==> config.mk <==
export PLATFORM = sky130hd
export DESIGN_NAME = shader_instruction_classifier
export DESIGN_NICKNAME = d
export VERILOG_FILES = /design/src/rtl/exec_mask_store.v /design/src/rtl/shader_instruction_classifier.v
export VERILOG_INCLUDE_DIRS = /design/src /design/src/rtl
export SDC_FILE = /design/constraint.sdc
export NUM_CORES = 2
export LEC_CHECK = 0
export BUFFER_PORTS_ARGS = -buffer_cell sky130_fd_sc_hd__buf_2
export CAP_MARGIN = 20
export CORE_MARGIN = 2
export CORE_UTILIZATION = 58
export CTS_CLUSTER_DIAMETER = 120
export DETAILED_ROUTE_END_ITERATION = 8
export PLACE_DENSITY_LB_ADDON = 0.12
export SYNTH_ARGS = -nofsm -noshare
export SYNTH_HDL_FRONTEND = slang
export SYNTH_SLANG_ARGS = --single-unit
==> constraint.sdc <==
create_clock -name sys_clk_in -period 5.4 [get_ports sys_clk_in]
set_input_delay 0.81 -clock sys_clk_in [delete_from_list [all_inputs] [get_ports sys_clk_in]]
set_output_delay 0.81 -clock sys_clk_in [all_outputs]
set_load 0.01 [all_outputs]
==> src/rtl/shader_classifier_regs.vh <==
// Purpose: constants for the shader instruction classifier
// Assumes: one 32-bit instruction word per fetch beat
// Notes:   field layout of the first instruction word
`ifndef SHADER_CLASSIFIER_REGS_VH
`define SHADER_CLASSIFIER_REGS_VH

// first-word field positions
`define CLS_HI       31
`define CLS_LO       28
`define OPC_HI       27
`define OPC_LO       20
`define DST_HI       19
`define DST_LO       12
`define AUX_HI       11
`define AUX_LO       8
`define SRC0_HI      7
`define SRC0_LO      0
`define OPC_MASK_WR  7
`define OPC_BITMASK  6
`define OPC_WIDE_RES 7

// instruction classes
`define CLS_SALU     4'h0
`define CLS_SFLOW    4'h1
`define CLS_SFETCH   4'h2
`define CLS_VALU32   4'h3
`define CLS_VALU64   4'h4
`define CLS_VMEM     4'h5
`define CLS_EXPORT   4'h6
`define CLS_SHARED   4'h7

// source code that announces a trailing literal word
`define SRC_LITERAL  8'hff

// operand limits
`define VALU_SRC_MAX 2'h3
`define VALU32_SRCS  2'h2
`define SALU_SRC_MAX 2'h2

// descriptor sizes in scalar register words
`define DESC_NARROW  4'h4
`define DESC_WIDE    4'h8

// fetch destinations
`define DEST_NONE    2'h0
`define DEST_SCALAR  2'h1
`define DEST_VECTOR  2'h2

// thread and wave sizing
`define THREADS      64
`define QUADS        16
`define WAVE_BITS    4
`define WAVES        16
`define EXEC_RESET   64'hffffffffffffffff

`endif

==> src/rtl/exec_mask_store.v <==
// Purpose: per-wavefront execution mask storage
// Assumes: one write and one read per cycle, same clock
// Notes:   read data registered, one cycle after the address
`timescale 1ns/1ps
`default_nettype none

module exec_mask_store (
  input  wire        sys_clk_in,
  input  wire        wr_en_in,
  input  wire [3:0]  wr_addr_in,
  input  wire [63:0] wr_data_in,
  input  wire [3:0]  rd_addr_in,
  output reg  [63:0] rd_data_out
);

  reg [63:0] mem_q [0:15];

  // write port
  always @(posedge sys_clk_in) begin
    if (wr_en_in) begin
      mem_q[wr_addr_in] <= wr_data_in;
    end
  end

  // registered read port
  always @(posedge sys_clk_in) begin
    rd_data_out <= mem_q[rd_addr_in];
  end

endmodule

`default_nettype wire

==> src/rtl/shader_instruction_classifier.v <==
// Purpose: classify the shader instruction stream and size each
//          instruction, carrying per-wave execution masks
// Assumes: fetch path and execution units share sys_clk_in
// Notes:   dec_valid_out is a one-cycle pulse with no stall; the other decoded outputs hold until the next issue
// Overview of operation
// RULE_01: scalar per wavefront, vector per thread
// RULE_02: only scalar instructions change program flow
// RULE_03: vector alu: three operands, value plus mask
// RULE_04: scalar alu: two inputs, one output
// RULE_05: scalar and vector may write execution mask
// RULE_06: vector memory instructions are two words
// RULE_07: export and shared memory are two words
// RULE_08: scalar alu one word plus optional literal
// RULE_09: vector alu one or two words; literal
// RULE_10: literal serves only its own instruction
// RULE_11: program loads sampler into four registers
// RULE_12: program loads resource into four/eight registers
// RULE_13: export copies vector registers to one buffer
// RULE_14: fetch returns to vector or scalar registers
// RULE_15: quads are aligned groups of four threads
// RULE_16: at most eight output surfaces
// RULE_17: 64-bit execution mask, one bit per thread
// RULE_18: finish full length before next instruction
// RULE_19: mask gates vector work, not scalar work
`timescale 1ns/1ps
`default_nettype none
`include "shader_classifier_regs.vh"

module shader_instruction_classifier (
  input  wire        sys_clk_in,
  input  wire        rst_b_in,
  input  wire        fetch_valid_in,
  input  wire [31:0] fetch_word_in,
  input  wire [3:0]  fetch_wave_in,
  output reg         fetch_ready_out,
  input  wire        wave_create_in,
  input  wire [3:0]  wave_create_id_in,
  input  wire        mask_wr_en_in,
  input  wire [3:0]  mask_wr_wave_in,
  input  wire [63:0] mask_wr_data_in,
  output reg         dec_valid_out,
  output reg  [3:0]  dec_class_out,
  output reg  [3:0]  dec_wave_out,
  output reg  [31:0] dec_word_out,
  output reg  [31:0] dec_extra_out,
  output reg         dec_has_literal_out,
  output reg         dec_two_words_out,
  output reg         dec_is_vector_out,
  output reg         dec_is_flow_out,
  output reg         dec_illegal_out,
  output reg  [1:0]  dec_src_count_out,
  output reg         dec_mask_result_out,
  output reg         dec_result_is_mask_out,
  output reg         dec_writes_exec_out,
  output reg  [1:0]  dec_fetch_dest_out,
  output reg  [3:0]  dec_desc_words_out,
  output reg  [1:0]  dec_export_target_out,
  output reg  [2:0]  dec_surface_out,
  output reg         dec_surface_err_out,
  output reg  [63:0] dec_thread_en_out,
  output reg  [15:0] dec_quad_en_out,
  output reg         dec_exec_zero_out
);

  localparam ST_FIRST  = 2'h0;
  localparam ST_SECOND = 2'h1;
  localparam ST_ISSUE  = 2'h2;

  reg [1:0]  state_q;
  reg [1:0]  state_d;
  reg [31:0] word0_q;
  reg [31:0] word1_q;
  reg [3:0]  wave_q;
  reg        lit_q;
  reg [15:0] wave_live_q;

  wire        take;
  wire [3:0]  cls_in;
  wire [3:0]  cls;
  wire [7:0]  opc;
  wire [3:0]  aux;
  wire [63:0] mask_rd;
  wire        mem_we;
  wire [3:0]  mem_waddr;
  wire [63:0] mem_wdata;
  wire [63:0] exec_now;
  wire [63:0] thread_en;
  wire [3:0]  rd_wave;

  // true for classes that always take a second word
  function two_word_class;
    input [3:0] c;
    begin
      two_word_class = (c == `CLS_VALU64) || (c == `CLS_VMEM) ||
                       (c == `CLS_EXPORT) || (c == `CLS_SHARED);
    end
  endfunction

  // true for classes that accept a trailing literal
  function literal_class;
    input [3:0] c;
    begin
      literal_class = (c == `CLS_SALU) || (c == `CLS_VALU32);
    end
  endfunction

  // true for per-thread classes
  function vector_class;
    input [3:0] c;
    begin
      vector_class = (c == `CLS_VALU32) || two_word_class(c);
    end
  endfunction

  assign take   = fetch_valid_in & fetch_ready_out;
  assign cls_in = fetch_word_in[`CLS_HI:`CLS_LO];
  assign cls    = word0_q[`CLS_HI:`CLS_LO];
  assign opc    = word0_q[`OPC_HI:`OPC_LO];
  assign aux    = word0_q[`AUX_HI:`AUX_LO];

  // unit writes win over wave creation on the single write port
  assign mem_we    = mask_wr_en_in | wave_create_in; // see RULE_05
  assign mem_waddr = mask_wr_en_in ? mask_wr_wave_in : wave_create_id_in;
  assign mem_wdata = mask_wr_en_in ? mask_wr_data_in : `EXEC_RESET;

  // address the incoming wave on the edge that takes a first word, so
  // a one-word instruction issues with its own mask, not the last one
  assign rd_wave = (state_q == ST_FIRST) ? fetch_wave_in : wave_q;

  // per-wave 64-bit masks, read on the edge that takes an instruction's last word
  exec_mask_store u_store (
    .sys_clk_in  (sys_clk_in),
    .wr_en_in    (mem_we),
    .wr_addr_in  (mem_waddr),
    .wr_data_in  (mem_wdata),
    .rd_addr_in  (rd_wave),
    .rd_data_out (mask_rd)
  ); // see RULE_17

  // a wave never created reads as all threads off
  assign exec_now = wave_live_q[wave_q] ? mask_rd : 64'h0000000000000000;

  // vector work follows the mask; scalar work ignores it
  assign thread_en = vector_class(cls) ? exec_now : `EXEC_RESET; // see RULE_19

  // live flags for created waves
  always @(posedge sys_clk_in) begin
    if (!rst_b_in) begin
      wave_live_q <= 16'h0000;
    end else if (wave_create_in) begin
      wave_live_q[wave_create_id_in] <= 1'b1;
    end
  end

  // sequencer: length is fixed before the next start word
  always @* begin
    state_d = state_q;
    case (state_q)
      ST_FIRST: begin
        if (take) begin
          if (two_word_class(cls_in) ||
              (literal_class(cls_in) &&
               fetch_word_in[`SRC0_HI:`SRC0_LO] == `SRC_LITERAL)) begin
            state_d = ST_SECOND; // see RULE_18
          end else begin
            state_d = ST_ISSUE;
          end
        end
      end
      ST_SECOND: begin
        if (take) begin
          state_d = ST_ISSUE;
        end
      end
      ST_ISSUE: begin
        state_d = ST_FIRST;
      end
      default: begin
        state_d = ST_FIRST;
      end
    endcase
  end

  // capture the words of one instruction
  always @(posedge sys_clk_in) begin
    if (!rst_b_in) begin
      state_q         <= ST_FIRST;
      fetch_ready_out <= 1'b0;
      word0_q         <= 32'h00000000;
      word1_q         <= 32'h00000000;
      wave_q          <= 4'h0;
      lit_q           <= 1'b0;
    end else begin
      state_q         <= state_d;
      fetch_ready_out <= (state_d != ST_ISSUE);
      if (take && state_q == ST_FIRST) begin
        word0_q <= fetch_word_in;
        word1_q <= 32'h00000000; // see RULE_10
        wave_q  <= fetch_wave_in;
        lit_q   <= literal_class(cls_in) &&
                   fetch_word_in[`SRC0_HI:`SRC0_LO] == `SRC_LITERAL;
      end else if (take && state_q == ST_SECOND) begin
        word1_q <= fetch_word_in; // see RULE_06
      end
    end
  end

  // decoded result, one pulse per instruction
  always @(posedge sys_clk_in) begin
    if (!rst_b_in) begin
      dec_valid_out          <= 1'b0;
      dec_class_out          <= 4'h0;
      dec_wave_out           <= 4'h0;
      dec_word_out           <= 32'h00000000;
      dec_extra_out          <= 32'h00000000;
      dec_has_literal_out    <= 1'b0;
      dec_two_words_out      <= 1'b0;
      dec_is_vector_out      <= 1'b0;
      dec_is_flow_out        <= 1'b0;
      dec_illegal_out        <= 1'b0;
      dec_src_count_out      <= 2'h0;
      dec_mask_result_out    <= 1'b0;
      dec_result_is_mask_out <= 1'b0;
      dec_writes_exec_out    <= 1'b0;
      dec_fetch_dest_out     <= `DEST_NONE;
      dec_desc_words_out     <= 4'h0;
      dec_export_target_out  <= 2'h0;
      dec_surface_out        <= 3'h0;
      dec_surface_err_out    <= 1'b0;
      dec_thread_en_out      <= 64'h0000000000000000;
      dec_quad_en_out        <= 16'h0000;
      dec_exec_zero_out      <= 1'b0;
    end else begin
      dec_valid_out <= (state_q == ST_ISSUE);
      if (state_q == ST_ISSUE) begin
        dec_class_out       <= cls;
        dec_wave_out        <= wave_q;
        dec_word_out        <= word0_q;
        dec_extra_out       <= word1_q; // see RULE_10
        dec_has_literal_out <= lit_q; // see RULE_08
        dec_two_words_out   <= two_word_class(cls); // see RULE_07
        dec_is_vector_out   <= vector_class(cls); // see RULE_01
        dec_is_flow_out     <= (cls == `CLS_SFLOW); // see RULE_02
        dec_illegal_out     <= (cls > `CLS_SHARED);
        // operand limits per arithmetic kind
        if (cls == `CLS_VALU64) begin
          dec_src_count_out <= `VALU_SRC_MAX; // see RULE_03
        end else if (cls == `CLS_VALU32) begin
          dec_src_count_out <= `VALU32_SRCS; // see RULE_09
        end else if (cls == `CLS_SALU) begin
          dec_src_count_out <= `SALU_SRC_MAX; // see RULE_04
        end else begin
          dec_src_count_out <= 2'h0;
        end
        dec_mask_result_out <= (cls == `CLS_VALU32) ||
                               (cls == `CLS_VALU64); // see RULE_03
        dec_result_is_mask_out <= (cls == `CLS_SALU) &&
                                  opc[`OPC_BITMASK]; // see RULE_04
        dec_writes_exec_out <= opc[`OPC_MASK_WR] &&
                               ((cls == `CLS_SALU) ||
                                (cls == `CLS_VALU32) ||
                                (cls == `CLS_VALU64)); // see RULE_05
        // where fetched data lands
        if (cls == `CLS_SFETCH) begin
          dec_fetch_dest_out <= `DEST_SCALAR; // see RULE_14
        end else if (cls == `CLS_VMEM) begin
          dec_fetch_dest_out <= `DEST_VECTOR; // see RULE_14
        end else begin
          dec_fetch_dest_out <= `DEST_NONE;
        end
        // descriptor size the program must have loaded
        if (cls == `CLS_VMEM) begin
          dec_desc_words_out <= opc[`OPC_WIDE_RES] ? `DESC_WIDE :
                                `DESC_NARROW; // see RULE_12
        end else begin
          dec_desc_words_out <= 4'h0;
        end
        dec_export_target_out <= (cls == `CLS_EXPORT) ? aux[1:0] :
                                 2'h0; // see RULE_13
        // surface select, only eight reachable
        dec_surface_out     <= aux[2:0];
        dec_surface_err_out <= ((cls == `CLS_VMEM) ||
                                (cls == `CLS_EXPORT)) &&
                               aux[3]; // see RULE_16
        dec_thread_en_out   <= thread_en; // see RULE_19
        dec_quad_en_out     <= quad_or(thread_en); // see RULE_15
        dec_exec_zero_out   <= (exec_now == 64'h0000000000000000);
      end
    end
  end

  // one enable per aligned group of four threads
  function [15:0] quad_or;
    input [63:0] m;
    integer i;
    begin
      quad_or = 16'h0000;
      for (i = 0; i < 16; i = i + 1) begin
        quad_or[i] = |m[4*i +: 4];
      end
    end
  endfunction

endmodule

`default_nettype wire

==> impl.org <==
** Routing
- Detailed-route wire length :: 138200 um
- After detailed routing, the average wire length per cell comes to 27.34 um.
- Met2 wirelength from detailed routing :: 64070 um
- The detail route stage leaves a number of antenna-violating nets equal to 0.
- Total routed wire length on the met1 layer :: 56010 um
- Overall via count from detail_route :: 32700
- The routed design uses 14590 um of met3 wire.
- Count of routing violations after the opening detailed-route iteration :: 3862
- After detailed routing, the number of remaining DRC violations is 0.
- Topmost layer with routed signal wires :: met4
- Number of vias per cell :: 6.468
- Count of TritonRoute iterations in the first routing pass :: 8

** Placement
- Detailed placement HPWL :: 77190 um
- Routability-driven placement finished with a final weighted congestion of 0.8327.
- Once placement finished, the instance area stood at 53450 um^2.
- Input and output buffers added on the ports amount to 287.

** Critical path
- The worst setup path is launched from a flop.
- Critical path data arrival time :: 4.38 ns
- STA classifies the critical path endpoint as a flop.
- Critical-path maximum fanout :: 42
- Data on the critical path is required at its endpoint by 6.06 ns.
- Critical path class :: flop to flop

** Final layout
- Final nets :: 3904
- Growth of design area from synthesis to finish :: 13.92%
- Multi-input gate area in the final layout :: 12410 um^2
- Most frequent cells in the layout :: 1024 x edfxtp_1, 420 x nand2_1, 319 x dfxtp_1
- The library cell used most frequently in the layout, excluding fill and tap cells, is edfxtp_1.
- The filler cells instantiated in the layout total 6101.
- Fraction of final layout cells with drive strength greater than 1 :: 0.1624
- Summing all flip-flop and latch instances after layout gives 37140 um^2.
- Summing all non-filler instances in the final layout gives an area of 57760 um^2.

** Yosys
- Number of flip-flops and latches in the synthesized netlist :: 1343
- The synthesized netlist contains 59 unique library cells.
- Instance count of the mapped netlist :: 3575
- Post-synthesis instance area :: 50700 um^2
- Area share of the largest cell type after synthesis :: 0.6065
- For this run, the leading register cell type out of synthesis is edfxtp_1.
- Of the synthesized area, sequential elements account for 0.7325.
- Average footprint of a synthesized cell :: 14.18 um^2
- Counting flops with a built-in enable in the synthesized netlist gives 1024.
- After synthesis, the cell types taking the most area are edfxtp_1 61%, dfxtp_1 13%, nand2_1 3.1%.
- Fraction of synthesis flops using an asynchronous set or reset pin :: 0
- Synth warnings :: 0
- Cell taking the most area after synthesis :: edfxtp_1

** Global route
- Vias in the first global route :: 31510
- Across every metal layer, demand over resource in global routing totals 0.3042.
- Global routing finished with a remaining overflow of 0.
- The initial antenna violation count was 4.
- Largest net degree at the start of global routing :: 99
- First-pass GRT wire length :: 202300 um

** Timing
- Final-report hold violation count :: 0
- Derived from the worst setup path, the maximum achievable clock frequency is 268.9 MHz.
- Final worst-path cycle share :: 0.6887
- Final Critical Period :: 3.719 ns
- Final setup viols :: 0
- RSZ-0062 raised after global routing :: false
- Worst setup skew after layout :: 0.02427 ns
- At the pin with the least slew margin, the transition time is 1.140 ns.
- Adding up every negative setup slack in the final design gives 0 ns.
- Measured against its own limit, the worst slew margin works out to 0.2339.
- The final-report max-slew violation count is 0.

** Worst hold path
- Path type of the worst min-delay path :: input port to flop

** Floorplanning
- The floorplan step set the die height to 299.7 um.
- Core Region :: 86750 um^2
- Full die area :: 89790 um^2
- Die boundary width :: 299.7 um
- Number of I/O pins :: 290
- For this configuration, the core starts out at a cell density of 0.5844.
- In this run the core area contains 108 standard-cell rows.

** Clock tree
- The later pin in the worst-skew pair is clocked with a latency of 0.71 ns.
- Count of hold-fix buffers inserted at cts :: 0
- Max H-tree Level :: 4
- The tree is rooted in a clkbuf_16.
- Max Buffers Root-to-Sink :: 3
- In this run the post-CTS setup repair buffer count came out at 0.
- Gates resized during post-CTS repair numbered 0.
- In this run, CTS created clock tree buffers numbering 135.
- Clock-pin slew was measured on the worst setup and hold paths at 0.06 ns.
- Clock tree from TritonCTS :: built
- Count of clock tree sinks :: 1343

** Flow run
- Number of max-cap violations :: 0

** Pwr
- For this design the static power due to leakage is 20.90 nW.
- Across the VDD grid, the largest voltage drop is 0.3369 mV.
- Power per cell area :: 388.8 nW/um^2

** Run status
- The flow ran to the end, and the final reports show no timing, DRC or antenna violations.
==> synthesized netlist by cell type, types with 3 or more instances <==
master	number
a32oi_1	4
nand4b_1	3
o22ai_1	128
a211oi_1	145
nor2_1	184
nand2_1	421
buf_6	18
nand4_1	4
a22oi_1	3
nor3_1	8
o21ai_1	29
buf_2	86
nor4_1	18
a2111oi_2	15
nor4b_1	3
o31ai_1	63
o32ai_1	63
mux4_2	4
dfxtp_1	319
a21oi_1	105
a21boi_0	110
nand2b_1	68
and3_1	66
or3_1	3
nor2b_1	14
nand3_1	3
mux2i_1	132
o21a_1	13
edfxtp_1	1024
and2_1	5
inv_1	10
a2111oi_0	47
buf_1	26
a221oi_1	63
clkbuf_1	146
a22o_1	64
a31oi_1	74
buf_4	18
o21ai_0	40
==> worst paths after layout <==
path	start	to	slack, ns	cells past startpoint
max reg2reg	state_q[1]	u_store.rd_data_out[5]	1.68	7
min	fetch_word_in[23]	word1_q[23]	0.36	3
max	state_q[1]	u_store.rd_data_out[5]	1.68	7
min reg2reg	word0_q[25]	dec_word_out[25]	0.46	2
==> final cells by class <==
class	count	area share
inverter	10	0.0006499
timing repair buffer	372	0.04198
multi-input combinational	1929	0.2149
antenna	3	0.0001300
tap	1155	0.02502
clock buffer	196	0.06703
sequential	1343	0.6430
clock inverter	48	0.007322
==> sequential cells by signal, indices dropped and copies added (netlist names), 4 cells and up <==
| signal | count |
|---|---|
| wave_q | 4 |
| dec_quad_en_out | 16 |
| word1_q | 32 |
| wave_live_q | 16 |
| dec_extra_out | 32 |
| dec_wave_out | 4 |
| dec_word_out | 26 |
| u_store.rd_data_out | 64 |
| dec_class_out | 4 |
| word0_q | 32 |
| u_store.mem_q | 1024 |
| dec_thread_en_out | 64 |
==> critical path, cell delays in order, from the launching register on <==
cell and delay [ns]:
dfxtp_1 0.76, or3b_4 0.74, and2_4 0.65, buf_4 0.31, buf_12 0.25, mux2i_1 0.11, a2111oi_0 0.56, a22o_1 0.23
==> routing by layer <==
layer	global-route usage	vias up
li1	-	14290
met4	0.09440	0
met3	0.06994	242
met1	0.4301	16320
met2	0.4742	1842
met5	0	-
==> kinds of logic (layout without fill, tap and decap cells) <==
kind of cell              after synthesis  in the layout  synth area share
other                                   1              5        0.00007397
AOI/OAI and AO/OA                     976            976            0.1394
buffers and inverters                 304            626           0.02863
and+or+nand+nor                       811            811           0.07078
DFF                                  1343           1343            0.7325
xor gates and xnor gates                2              2         0.0003456
muxes                                 138            138           0.02828
==> metrics by stage <==
step | hold WS [ns] | util | std cells | setup WS [ns] | power (mW)
global route | 0.3413 | 0.6657 | 5056 | 1.445 | 23.09
finish | 0.3552 | 0.6657 | 5056 | 1.681 | 22.45
detailed placement | 0.4466 | 0.6162 | 4809 | 1.488 | 13.63
global placement | 0.4416 | 0.6151 | 4805 | 1.629 | 13.57
floorplan | 0.4351 | - | 3576 | 0.7703 | 12.91
CTS | 0.3249 | 0.6657 | 5053 | 1.757 | 22.52
==> power by group <==
group          switching, mW  internal [mW]  leakage [nW]  total, mW
Sequential             0.259           11.5          13.1       11.8
Combinational           1.13          0.536          5.65       1.67
Clock                   3.81           5.19          2.11       9.00
Power figures use the tool's default switching activity.
